$ cat src/pcp_pkg.sv
// Package for the processor control and interrupt pin unit.
// Assumes one bus clock at 20 MHz; all pin inputs are asynchronous to it.
package pcp_pkg;
	localparam int          CLK_MHZ        = 20;
	// Length of the reset-out pulse for the reset instruction, in ns.
	localparam int          RESET_OUT_N_NS        = 25600;
	localparam int          RESET_OUT_N_CYCLES    = (RESET_OUT_N_NS * CLK_MHZ) / 1000;
	localparam int          LEVEL_W        = 3;
	localparam logic [2:0]  LEVEL_NONE     = 3'h0;
	localparam logic [2:0]  MASK_RESET     = 3'h7;
	// Autovector numbers start at this base plus the level.
	localparam logic [7:0]  AUTOVEC_BASE   = 8'h18;
	localparam logic        DRIVE_SMALL    = 1'h0;

	typedef enum logic [1:0] {
		PCP_RUN,
		PCP_RESET_EXC,
		PCP_RESET_OUT_N
	} pcp_state_e;
endpackage : pcp_pkg

$ cat src/pcp_sync_if.sv
// Interface carrying the synchronised pin levels inside the top, from the synchroniser output bus to the logic.
// Assumes both ends run on the same bus clock.
`timescale 1ns/1ps
`default_nettype none
interface pcp_sync_if;
	logic       reset_in_n;
	logic       cache_off_n;
	logic       autovector_req_n;
	logic       xfer_ack_n;
	logic [2:0] irq_level_n;
	modport src (output reset_in_n, cache_off_n, autovector_req_n, xfer_ack_n, irq_level_n);
	modport dst (input  reset_in_n, cache_off_n, autovector_req_n, xfer_ack_n, irq_level_n);
endinterface : pcp_sync_if
`default_nettype wire

$ cat src/pcp_sync.sv
// Two-flop synchroniser for a group of asynchronous input pins.
// Assumes the pins are asynchronous to clk; the flops themselves carry no reset.
`timescale 1ns/1ps
`default_nettype none
module pcp_sync #(
	parameter int W = 1
) (
	// Clock and reset
	input  wire logic         clk,
	input  wire logic         nrst,
	// Pins and synchronised result
	input  wire logic [W-1:0] pin,
	output logic      [W-1:0] sync
);
	logic [W-1:0] meta;

	// Reset-in itself passes here, so these flops are left out of reset on purpose.
	// A reset pin held low then reaches the logic the moment the core reset lifts.
	always_ff @(posedge clk) begin
		meta <= pin;
		sync <= meta;
	end
endmodule : pcp_sync
`default_nettype wire

$ cat src/pcp_top.sv
// Processor control and interrupt pin unit: cache-off, reset in/out, interrupt
// level decode, pending flag and autovector request.
// Assumes core signals on clk; all pins but the static scan pins are asynchronous and are synchronised here.
`timescale 1ns/1ps
`default_nettype none
module pcp_top (
	// Clock and pin reset
	input  wire logic       clk,
	input  wire logic       nrst,
	input  wire logic       reset_in_n,
	// Cache control pin and core side
	input  wire logic       cache_off_n,
	input  wire logic       cache_boundary,
	output logic            cache_use_en,
	output logic            snoop_en,
	// Reset status and reset instruction
	output logic            reset_exc,
	input  wire logic       reset_instr,
	output logic            reset_out_n,
	output logic            reset_instr_done,
	output logic            bus_oe,
	output logic            drive_strength,
	// Interrupt pins and core side
	input  wire logic [2:0] irq_level_n,
	input  wire logic [2:0] status_reg_mask,
	output logic            irq_pending_n,
	output logic [2:0]      irq_level,
	// Interrupt acknowledge
	input  wire logic       iack_cycle,
	input  wire logic       xfer_ack_n,
	input  wire logic       autovector_req_n,
	input  wire logic [7:0] bus_vector,
	output logic            vector_valid,
	output logic            vector_auto,
	output logic [7:0]      vector_num,
	// Scan-compatibility pins, held static by the board
	input  wire logic [1:0] scan_compat_pins
);
	// Seven pin bits: reset, cache-off, autovector, acknowledge and three level bits.
	localparam int         PIN_W     = 7;
	localparam logic [9:0] RESET_OUT_N_LAST = 10'(pcp_pkg::RESET_OUT_N_CYCLES - 1);

	pcp_sync_if s ();
	pcp_pkg::pcp_state_e state;
	pcp_pkg::pcp_state_e next_state;
	logic [9:0]          reset_out_n_cnt;
	logic [2:0]          pend_level;
	logic [PIN_W-1:0]    pin_bus;
	logic [PIN_W-1:0]    sync_bus;

	assign pin_bus = {reset_in_n, cache_off_n, autovector_req_n, xfer_ack_n, irq_level_n};

	pcp_sync #(
		.W (PIN_W)
	) u_sync (
		.clk  (clk),
		.nrst (nrst),
		.pin  (pin_bus),
		.sync (sync_bus)
	);

	// Only the synchronised copies reach the logic below.
	assign s.reset_in_n       = sync_bus[6];
	assign s.cache_off_n      = sync_bus[5];
	assign s.autovector_req_n = sync_bus[4];
	assign s.xfer_ack_n       = sync_bus[3];
	assign s.irq_level_n      = sync_bus[2:0];

	// A reset pin pulse shorter than one clock can be missed; hold it low longer.
	wire reset_seen = !nrst || !s.reset_in_n;
	wire in_reset   = reset_seen || (state == pcp_pkg::PCP_RESET_EXC);

	wire [2:0] level_dec = ~s.irq_level_n;
	// Level 7 cannot be masked, so it counts as above every mask.
	// level above mask
	wire level_above = (level_dec > status_reg_mask) || (level_dec == 3'h7);
	wire level_req   = (level_dec != pcp_pkg::LEVEL_NONE) && level_above;

	wire reset_out_n_done = (reset_out_n_cnt == RESET_OUT_N_LAST);

	always_comb begin
		next_state = state;
		unique case (state)
			pcp_pkg::PCP_RUN:       if (reset_instr) next_state = pcp_pkg::PCP_RESET_OUT_N;
			pcp_pkg::PCP_RESET_EXC: next_state = pcp_pkg::PCP_RUN;
			pcp_pkg::PCP_RESET_OUT_N:      if (reset_out_n_done) next_state = pcp_pkg::PCP_RUN;
			default:                next_state = pcp_pkg::PCP_RUN;
		endcase
	end

	always_ff @(posedge clk) begin
		if (reset_seen) begin
			state <= pcp_pkg::PCP_RESET_EXC;
		end else begin
			state <= next_state;
		end
	end

	// The count only runs while the pulse stands, so it starts from zero each time.
	wire [9:0] next_reset_out_n_cnt = (state == pcp_pkg::PCP_RESET_OUT_N) ? reset_out_n_cnt + 10'h001 : 10'h000;

	always_ff @(posedge clk) begin
		if (reset_seen) begin
			reset_out_n_cnt <= 10'h000;
		end else begin
			reset_out_n_cnt <= next_reset_out_n_cnt;
		end
	end

	wire next_reset_out_n      = !(next_state == pcp_pkg::PCP_RESET_OUT_N);
	wire next_reset_instr_done = (state == pcp_pkg::PCP_RESET_OUT_N) && reset_out_n_done;

	always_ff @(posedge clk) begin
		if (reset_seen) begin
			reset_out_n <= 1'h1;
		end else begin
			reset_out_n <= next_reset_out_n;
		end
	end

	always_ff @(posedge clk) begin
		if (reset_seen) begin
			reset_instr_done <= 1'h0;
		end else begin
			reset_instr_done <= next_reset_instr_done;
		end
	end

	// Caches fall back to usable in reset, since the pin level is ignored there.
	// caches off at boundary
	always_ff @(posedge clk) begin
		if (in_reset) begin
			cache_use_en <= 1'h1;
		end else if (cache_boundary) begin
			cache_use_en <= s.cache_off_n;
		end
	end

	assign snoop_en = 1'h1;

	assign bus_oe    = !in_reset;
	assign reset_exc = in_reset;
	assign drive_strength = pcp_pkg::DRIVE_SMALL;

	wire       next_irq_pending_n = !level_req;
	wire [2:0] next_irq_level     = level_req ? level_dec : pcp_pkg::LEVEL_NONE;
	// The autovector uses the last level seen pending, not the live pins.
	wire [2:0] next_pend_level    = level_req ? level_dec : pend_level;

	always_ff @(posedge clk) begin
		if (in_reset) begin
			irq_pending_n <= 1'h1;
		end else begin
			irq_pending_n <= next_irq_pending_n;
		end
	end

	always_ff @(posedge clk) begin
		if (in_reset) begin
			irq_level <= pcp_pkg::LEVEL_NONE;
		end else begin
			irq_level <= next_irq_level;
		end
	end

	always_ff @(posedge clk) begin
		if (in_reset) begin
			pend_level <= pcp_pkg::LEVEL_NONE;
		end else begin
			pend_level <= next_pend_level;
		end
	end

	wire ack_taken = iack_cycle && !s.xfer_ack_n;
	wire use_auto  = ack_taken && !s.autovector_req_n;

	wire [7:0] auto_vector     = pcp_pkg::AUTOVEC_BASE + {5'h00, pend_level};
	wire [7:0] vector_pick     = use_auto ? auto_vector : bus_vector;
	wire [7:0] next_vector_num = ack_taken ? vector_pick : vector_num;

	always_ff @(posedge clk) begin
		if (in_reset) begin
			vector_valid <= 1'h0;
			vector_auto  <= 1'h0;
		end else begin
			vector_valid <= ack_taken;
			vector_auto  <= use_auto;
		end
	end

	always_ff @(posedge clk) begin
		if (in_reset) begin
			vector_num <= 8'h00;
		end else begin
			vector_num <= next_vector_num;
		end
	end

	// no test logic here; scan pins unused by design.
	wire unused_scan = ^scan_compat_pins;
endmodule : pcp_top
`default_nettype wire

$ cat config.mk
export PLATFORM = sky130hd
export DESIGN_NAME = pcp_top
export DESIGN_NICKNAME = d
export VERILOG_FILES = /design/src/pcp_pkg.sv /design/src/pcp_sync_if.sv /design/src/pcp_sync.sv /design/src/pcp_top.sv
export SDC_FILE = /design/constraint.sdc
export NUM_CORES = 1
export LEC_CHECK = 0
export ABC_AREA = 1
export BUFFER_PORTS_ARGS = -buffer_cell sky130_fd_sc_hd__buf_2
export CAP_MARGIN = 20
export CELL_PAD_IN_SITES_DETAIL_PLACEMENT = 2
export CELL_PAD_IN_SITES_GLOBAL_PLACEMENT = 2
export CORE_MARGIN = 2
export CORE_UTILIZATION = 32
export CTS_CLUSTER_DIAMETER = 100
export DETAILED_ROUTE_END_ITERATION = 7
export PLACE_DENSITY_LB_ADDON = 0.25
export SKIP_LAST_GASP = 1
export SLEW_MARGIN = 20
export SYNTH_ARGS = -nofsm -noshare
export SYNTH_HDL_FRONTEND = slang
export SYNTH_SLANG_ARGS = --single-unit
$ cat constraint.sdc
create_clock -name clk -period 3.82 [get_ports clk]
set_input_delay 0.573 -clock clk [delete_from_list [all_inputs] [get_ports clk]]
set_output_delay 0.573 -clock clk [all_outputs]
set_load 0.05 [all_outputs]
==> flow_metrics.py, run 1 <==
metrics = {
    "power": {
        "vdd_drop_max_v": 0.000296,
        "leakage_nw": 0.903,
        "power.density_nw_per_um2": 424,
    },
    "setup_path": {
        "crit_slowest_cell": "a21oi_4",
        "crit_path_end_kind": "output port",
        "required_ps": 3250,
        "worst_ep_arrival_time_ps": 1610,
        "cp-start-kind": "primary input",
        "cp_cell_sequence": "buf_2 > nand2_2 > a21oi_4 > inv_1 > buf_2",
        "cpPeakStageDelay_ps": 360,
        "critical_path.max_fanout": 15,
        "cpMostUsedCell": "buf_2",
        "crit_type": "primary input to output port",
    },
    "timing": {
        "worstMarginPinSlew_ps": 720,
        "final.setup.worst_slack_ps": 1640,
        "fin_crit_ps": 2180,
        "maxSlewViolCount": 0,
        "finClkSkew_ps": 5.77,
        "max_freq_ghz": 0.458,
        "setup_viol": 0,
        "fin_tns_setup_ps": 0,
        "rsz0062_at_grt": "false",
        "fin_crit_sh_pct": 57.2,
        "slew_headroom_pct": 51.9,
        "hold_viol": 0,
    },
    "cts": {
        "root_buffer": "clkbuf_8",
        "cts.sinks": 46,
        "insertion_delay_ps": 290,
        "cts_tree": "built",
        "htree_levels": 2,
        "post_cts_resized": 0,
        "cts_buffer_depth": 2,
        "post_cts_buffers": 0,
        "clk_transition_reported_paths_ps": 70,
        "cts_buffers": 5,
        "postCtsHoldBufs": 0,
    },
    "run": {
        "maxCapViolCount": 0,
    },
    "finish": {
        "n_fill_cell": 572,
        "diodes": 0,
        "seqCellArea_sq_um": 921,
        "multi_input_area_sq_um": 574,
        "area_delta_synth_final_pct": 20.3,
        "utilization_pct": 40.5,
        "nets": 250,
        "layout-drive-gt1-share_pct": 27.1,
    },
    "floorplanning": {
        "dieWidth_um": 75.2,
        "dieArea_sq_um": 5650,
        "io_pins": 46,
        "core_area_sq_um": 4820,
        "num_rows": 25,
        "die_h_um": 75.2,
        "initial_core_util_pct": 33.7,
    },
    "global_route": {
        "overflow": 0,
        "grt_max_degree": 16,
        "grt_pass1_wl_um": 6350,
        "grt_pass1_vias": 1361,
        "antenna_found_initial": 0,
        "grt_use_total_pct": 15.3,
    },
    "synth": {
        "synth_cell_types": 26,
        "netlist_area_sq_um": 1620,
        "synth_area_per_cell_sq_um": 9.11,
        "syn-instance-count": 178,
        "synth_nets": 207,
        "seq_area_frac_synth_pct": 56.8,
        "yosys-top-cells-area": "dfxtp_1, nand2_1, inv_1",
        "synth_top_cell_by_area": "dfxtp_1",
        "yosysWarnings": 0,
        "synth_top_area_share_pct": 56.8,
        "synth-seq-cells": 46,
    },
    "drt": {
        "drt_iter0_drc": 24,
        "vias": 1283,
        "viasPerCell": 4.45,
        "ant_nets": 0,
        "wl_per_cell_um": 13.5,
        "drc": 0,
        "wirelength_um": 3890,
        "drtPass1Iterations": 4,
    },
    "outcome": {
        "outcome": "complete, no violations",
    },
    "placed_design": {
        "gp_congestion": 0.718,
        "dp_hpwl_um": 3090,
        "portBuffers": 41,
        "dp_slack_ps": 1600,
    },
    "min_path": {
        "worstHoldPathType": "register to register",
    },
}
-- critical path: cells and delay by family --
kind	cells	cell delay, ps
buffers and inverters	3	570
AO/OA/AOI/OAI	1	360
AND/OR/NAND/NOR	1	110
-- per-stage QoR --
step	area, sq um	total power [mW]	std cells	hold slack, ps
2_1_floorplan	1620	0.545	178	310
3_3_place_gp	1870	0.560	281	309
3_5_place_dp	1870	0.566	281	316
4_1_cts	1950	0.845	288	334
5_1_grt	1950	0.871	288	336
6_report	1950	0.826	288	330
-- sequential cells by signal (all words and copies together) (netlist names) --
signal / count
state: 2
vector_valid: 1
cache_use_en: 1
reset_out_n_cnt: 10
u_sync.meta: 7
u_sync.sync: 7
reset_instr_done: 1
reset_out_n: 1
vector_auto: 1
pend_level: 3
irq_level: 3
irq_pending_n: 1
vector_num: 8
-- cell usage after synthesis --
cell type  instances
a21oi_1           11
a21oi_4            1
a31oi_1            3
buf_2              2
buf_4              2
buf_6              1
conb_1             2
dfxtp_1           46
ha_1               4
inv_1             22
inv_2              2
mux2i_1            1
nand2_1           26
nand2_2            2
nand3_1           15
nand3_2            2
nand4_1            2
nor2_1            15
nor2_2             2
nor2_4             1
nor3_1             1
nor3_2             1
nor3_4             2
nor3b_2            1
o21ai_0           10
xor2_1             1
-- logic make-up (layout without fill, tap and decap cells) --
logic type,count (synthesis),count (layout),share of synthesized area (%)
AOI/OAI and AO/OA,25,25,8.64
xor gates and xnor gates,1,1,0.540
adders and majority gates,4,4,3.09
buffers and inverters,29,72,7.79
DFF,46,46,56.8
muxes,1,1,0.617
other,2,2,0.463
and+or+nand+nor,70,70,22.1
-- area by class of cell --
class	count	area share, %
clock buffer	7	3.91
tap	67	4.30
multi-input combinational	103	29.4
sequential	46	47.2
timing repair buffer	41	10.5
inverter	24	4.62
-- cells in the final DEF (no fill, tap or decap), drive strengths merged, types with 4 or more instances in the layout --
cell / count
inv: 24
buf: 41
clkbuf: 7
nand3: 17
o21ai: 10
dfxtp: 46
a21oi: 12
nand2: 28
nor2: 18
nor3: 4
ha: 4
-- layer usage --
layer | GRT usage [%] | up-vias | part of all wire [%]
met2 | 28.1 | 23 | 56
met1 | 17.1 | 609 | 40
met4 | 5.85 | 0 | 0.88
met5 | 0 | - | 0
met3 | 3.75 | 4 | 3.0
li1 | - | 647 | -
-- final timing paths --
| path | start | end | slack [ps] | cells after the start |
|---|---|---|---|---|
| min reg2reg | u_sync.meta[0] | u_sync.sync[0] | 330 | 0 |
| max | nrst | reset_exc | 1640 | 5 |
| min | u_sync.meta[0] | u_sync.sync[0] | 330 | 0 |
| max reg2reg | u_sync.sync[2] | pend_level[2] | 2300 | 9 |
-- report_power, final --
group          total (mW)  switching [mW]  leakage, nW  internal (mW)
registers           0.496         0.00619        0.377          0.490
logic              0.0575          0.0392        0.488         0.0183
clock network       0.272           0.146       0.0383          0.126
No activity file was read; power rests on OpenSTA's default activity.
==> run 2, diff against run 1 <==
Settings changed: ABC_AREA 1 to 0, CORE_UTILIZATION 32 to 30.
Clock period 3.82 ns to 2.2 ns, I/O delays scaled along.
==> flow_metrics.py, run 2 <==
metrics = {
    "drt": {
        "wl_per_cell_um": 13.8,
        "wl_met3_um": 197,
        "wl_met2_um": 1920,
        "ant_nets": 0,
        "viasPerCell": 4.49,
        "drt_iter0_drc": 45,
        "top_layer": "met4",
        "drt-met1-wl_um": 1590,
        "drtPass1Iterations": 4,
        "vias": 1226,
        "wirelength_um": 3780,
        "drc": 0,
    },
    "cts": {
        "postCtsHoldBufs": 0,
        "insertion_delay_ps": 300,
        "clk_transition_reported_paths_ps": 80,
        "post_cts_buffers": 0,
        "cts.sinks": 46,
        "cts_tree": "built",
        "cts_buffers": 5,
        "post_cts_resized": 0,
        "cts_buffer_depth": 2,
        "root_buffer": "clkbuf_8",
        "htree_levels": 2,
    },
    "synth": {
        "synth-seq-cells": 46,
        "synth_top_cell_by_area": "dfxtp_1",
        "yosys-top-cells-area": "dfxtp_1, nor2_1, xnor2_1",
        "async_reset_ff_share_pct": 0,
        "synth_top_area_share_pct": 57.4,
        "netlist_area_sq_um": 1610,
        "ys.flop_type": "dfxtp_1",
        "seq_area_frac_synth_pct": 57.4,
        "synth_cell_types": 33,
        "yosysMostFrequentCell": "dfxtp_1",
        "synth_nets": 188,
        "synth_area_per_cell_sq_um": 10.1,
        "synth_edf_count": 0,
        "synth_common_cells": "dfxtp_1, nor2_1, nand2_1, a21oi_1, nand3_1",
        "syn-instance-count": 159,
        "yosysWarnings": 0,
    },
    "global_route": {
        "grt_use_total_pct": 14.1,
        "grt_pass1_vias": 1347,
        "antenna_found_initial": 0,
        "grt_pass1_wl_um": 6540,
        "grt_max_degree": 17,
        "overflow": 0,
    },
    "timing": {
        "fin_crit_sh_pct": 81.9,
        "max_freq_ghz": 0.555,
        "fin_crit_ps": 1800,
        "fin_tns_setup_ps": 0,
        "setup_viol": 0,
        "maxSlewViolCount": 0,
        "finClkSkew_ps": 4.33,
        "fin_hold_ws_ps": 127,
        "hold_viol": 0,
        "rsz0062_at_grt": "false",
    },
    "placed_design": {
        "dp_hpwl_um": 2900,
        "portBuffers": 41,
        "gp_congestion": 0.764,
        "dpl-instance-area_sq_um": 1870,
    },
    "finish": {
        "utilization_pct": 37.8,
        "area_delta_synth_final_pct": 21.0,
        "multi_input_area_sq_um": 611,
        "seqCellArea_sq_um": 921,
        "layout_commonest_cell": "dfxtp_1",
        "top_regs": "reset_out_n_cnt x10, vector_num x8",
        "n_fill_cell": 629,
        "nets": 232,
        "regMostFlops": "reset_out_n_cnt",
        "layout-drive-gt1-share_pct": 27.6,
        "largest_reg_flops": 10,
        "layout_common_cells": "dfxtp_1, buf_2, nor2_1, nand2_1",
        "diodes": 0,
        "post-route-cell-area_sq_um": 1940,
    },
    "setup_path": {
        "crit_slowest_cell": "dfxtp_1",
        "cp-start-kind": "register",
        "cpPeakStageDelay_ps": 480,
        "crit_family": "compound AO/OA/AOI/OAI gates",
        "required_ps": 2420,
        "cp_cell_sequence": "inv_1 > ha_1 > and3b_1 > o21ai_2 > a21oi_1 > o21ai_0",
        "regToRegSetupSlack_ps": 400,
        "ff2ff_path_depth": 6,
        "worstReg2RegStart": "u_sync.sync[1]",
        "critPathBufInv": 1,
        "critical_path.max_fanout": 6,
        "worst_ep_arrival_time_ps": 2020,
        "crit_type": "register to register",
        "reg2reg_to": "irq_pending_n",
        "crit_path_end_kind": "register",
    },
    "floorplanning": {
        "num_rows": 26,
        "dieArea_sq_um": 5950,
        "initial_core_util_pct": 31.2,
        "die_h_um": 77.2,
        "io_pins": 46,
        "dieWidth_um": 77.2,
        "core_area_sq_um": 5140,
    },
    "power": {
        "power.density_nw_per_um2": 752,
        "vdd_drop_max_v": 0.000399,
        "p_total_mw": 1.46,
        "leakage_nw": 0.812,
    },
    "run": {
        "maxCapViolCount": 0,
    },
    "min_path": {
        "hold_start": "xfer_ack_n",
        "holdPathStages": 1,
        "worstHoldPathType": "primary input to register",
        "hold-path-endpoint": "u_sync.meta[3]",
    },
    "outcome": {
        "outcome": "complete, no violations",
    },
}
## run 2: cell count changes in the layout (fill, tap and decap cells not counted), sizes merged, moves of 3 or more
cell	delta
inv	-17
a21oi	-4
xnor2	+6
nor2	+6
o21ai	-5
a211oi	+4
nand2	-18
mux2i	+3
a21o	+3
nand3	-9
a31oi	-3
## run 2: worst max path at each step
stage,cells past startpoint,end,from,slack [ps]
finish,6,irq_pending_n,u_sync.sync[1],400
global route,6,irq_pending_n,u_sync.sync[1],240
CTS,6,pend_level[2],u_sync.sync[1],360
detailed placement,6,pend_level[2],u_sync.sync[1],410
global placement,6,pend_level[2],u_sync.sync[1],480
floorplan,6,pend_level[2],u_sync.sync[1],630
## run 2: area by class of cell
type	count	share of cell area [%]
Inverter	7	1.35
Tap cell	70	4.51
Clock buffer	7	3.93
Sequential cell	46	47.4
Timing Repair Buffer	43	11.3
Multi-Input combinational cell	100	31.4
## run 2: kinds of logic (layout without fill, tap and decap cells)
group | after synthesis | in the layout | synth area share (%)
simple gates | 58 | 58 | 17.1
fa+ha+maj | 4 | 4 | 3.12
xor+xnor | 8 | 8 | 4.36
flops | 46 | 46 | 57.4
buf+inv | 13 | 57 | 4.60
mux | 4 | 4 | 2.49
compound gates | 24 | 24 | 10.4
other cells | 2 | 2 | 0.468
## run 2: stage by stage
stage | instances | setup WS [ps]
after floorplan | 159 | 631
after global routing | 273 | 238
after global placement | 266 | 483
after CTS | 273 | 360
after detailed placement | 266 | 409
final | 273 | 399
## run 2: worst register-to-register path: stages (launching register included)
cell and delay (ps):
dfxtp_1 480, inv_1 130, ha_1 310, and3b_1 210, o21ai_2 300, a21oi_1 110, o21ai_0 190
## run 2: power by group
part	switching (mW)	total, mW	leakage (nW)	internal, mW
sequential	0.0133	0.865	0.377	0.851
combinational	0.0701	0.112	0.397	0.0418
clock	0.265	0.484	0.0383	0.219
## run 2: layer usage
layer	up-vias	track usage, %
met5	-	0
met4	0	6.43
met3	6	3.88
met2	40	24.7
met1	575	15.7
li1	605	-
==> run 3, diff against run 2 <==
Settings changed: ABC_AREA 0 to 1, CORE_UTILIZATION 30 to 26.
Clock period 2.2 ns to 1.5 ns, I/O delays scaled along.
==> flow_metrics.py, run 3 (synthesis results as in run 1) <==
metrics = {
    "outcome": {
        "outcome": "complete, no violations",
    },
    "power": {
        "seqPwrFrac_pct": 53.8,
        "power.density_nw_per_um2": 1120,
        "p_total_mw": 2.34,
        "leakage_nw": 0.960,
        "pwr-share-comb_pct": 7.2,
        "internal_power_mw": 1.80,
        "switching_share_pct": 23.0,
        "pwr-share-clk_pct": 39.0,
        "power.switching_mw": 0.540,
        "vdd_drop_max_v": 0.000550,
    },
    "timing": {
        "fin_crit_sh_pct": 95.8,
        "max_freq_ghz": 0.696,
        "final.setup.worst_slack_ps": 62.8,
        "finClkSkew_ps": 10.2,
        "fin_crit_ps": 1440,
        "setup_viol": 0,
        "maxSlewViolCount": 0,
        "hold_viol": 0,
    },
    "drt": {
        "top_layer": "met4",
        "wirelength_um": 3720,
        "drtPass1Iterations": 3,
        "ant_nets": 0,
        "drc": 0,
        "drt_iter0_drc": 30,
        "drt-met1-wl_um": 1540,
        "wl_met3_um": 108,
        "wl_per_cell_um": 12.2,
        "vias": 1322,
        "viasPerCell": 4.35,
        "wl_met2_um": 2020,
    },
    "run": {
        "maxCapViolCount": 0,
    },
    "setup_path": {
        "cpPeakStageDelay_ps": 360,
        "worst_ep_arrival_time_ps": 1210,
        "cp_cell_sequence": "inv_2 > a21oi_4 > buf_4",
        "crit_family": "flip-flops",
        "critical_path.max_fanout": 5,
        "required_ps": 1270,
        "critPathBufInv": 2,
        "crit_path_end_kind": "output port",
        "crit_slowest_cell": "dfxtp_1",
        "crit_type": "register to output port",
        "cp-start-kind": "register",
    },
    "finish": {
        "layout-drive-gt1-share_pct": 33.6,
        "multi_input_area_sq_um": 602,
        "top_regs": "reset_out_n_cnt x10, vector_num x8",
        "nets": 257,
        "regMostFlops": "reset_out_n_cnt",
        "largest_reg_flops": 10,
        "layout_commonest_cell": "dfxtp_1",
        "seqCellArea_sq_um": 922,
        "area_delta_synth_final_pct": 28.8,
        "n_fill_cell": 690,
        "layout_common_cells": "dfxtp_1, buf_2, nand2_1, inv_1, nor2_1",
        "diodes": 0,
    },
    "placed_design": {
        "portBuffers": 41,
        "dp_slack_ps": 51.1,
        "gp_congestion": 0.695,
        "dp_hpwl_um": 2920,
    },
    "floorplanning": {
        "initial_core_util_pct": 27.1,
        "die_h_um": 83.0,
        "num_rows": 28,
        "dieWidth_um": 83.0,
        "core_area_sq_um": 5990,
        "dieArea_sq_um": 6880,
        "io_pins": 46,
    },
    "global_route": {
        "grt_use_total_pct": 11.4,
        "grt_pass1_vias": 1436,
        "grt_pass1_wl_um": 6400,
        "antenna_found_initial": 0,
        "overflow": 0,
        "grt_max_degree": 16,
    },
    "cts": {
        "cts.sinks": 46,
        "root_buffer": "clkbuf_8",
        "cts_buffer_depth": 2,
        "cts_buffers": 5,
        "cts_tree": "built",
        "clk_transition_reported_paths_ps": 90,
        "insertion_delay_ps": 300,
        "postCtsHoldBufs": 0,
        "htree_levels": 2,
    },
    "min_path": {
        "worstHoldPathType": "primary input to register",
    },
}
## run 3: power by group through the flow
stage / Clock (mW) / Sequential, mW / Combinational [mW]
global placement: 0 / 1.29 / 0.153
floorplan: 0 / 1.30 / 0.0829
finish: 0.915 / 1.26 / 0.168
detailed placement: 0 / 1.29 / 0.156
global route: 1.00 / 1.27 / 0.189
CTS: 0.970 / 1.26 / 0.160
## run 3: repair_timing
| item | 4_1_cts | 5_1_grt |
|---|---|---|
| buffers inserted | 1 | 1 |
| cloned | 0 | 0 |
| resized for setup | 5 | 6 |
| pin swaps | 1 | 2 |
| setup endpoints to repair | 2 | 8 |
## run 3: worst register-to-register path, stage by stage (launching register included)
cell and delay (ps):
dfxtp_1 340, inv_1 100, ha_4 290, nand3_1 80, nand2_1 80, nand2_1 70, nand2_2 110, nand2_2 80
nand3_1 70, nand2_1 40
## run 3: final cells by class
cell class,instances,area share (%)
clock buffers,5,3.30
clock inverters,3,2.16
multi-input cells,103,28.8
inverters,24,4.31
repair buffers,48,12.8
well taps,75,4.49
flip-flops and latches,46,44.2
## run 3: path summary, 6_finish.rpt
kind	from	endpoint	slack, ps	cells after the start
max	state[1]	bus_oe	60	3
min	cache_off_n	u_sync.meta[5]	20	1
max reg2reg	u_sync.sync[2]	pend_level[1]	130	9
min reg2reg	u_sync.meta[4]	u_sync.sync[4]	330	0
## run 3: routing by layer
layer / GRT usage, % / vias up
met2: 21.0 / 23
li1: - / 668
met5: 0 / -
met4: 4.47 / 0
met3: 2.68 / 6
met1: 12.7 / 625
## run 3: per-stage QoR
step,std cells,hold slack (ps),setup TNS (ps),instance area (sq um),util [%]
CTS,303,1.83,-23.1,2050,34.3
global placement,294,310,0,1920,32.1
finish,304,17.7,0,2090,34.9
floorplan,178,253,0,1620,-
global route,304,0.0397,-89.5,2090,34.9
detailed placement,294,316,0,1920,32.1
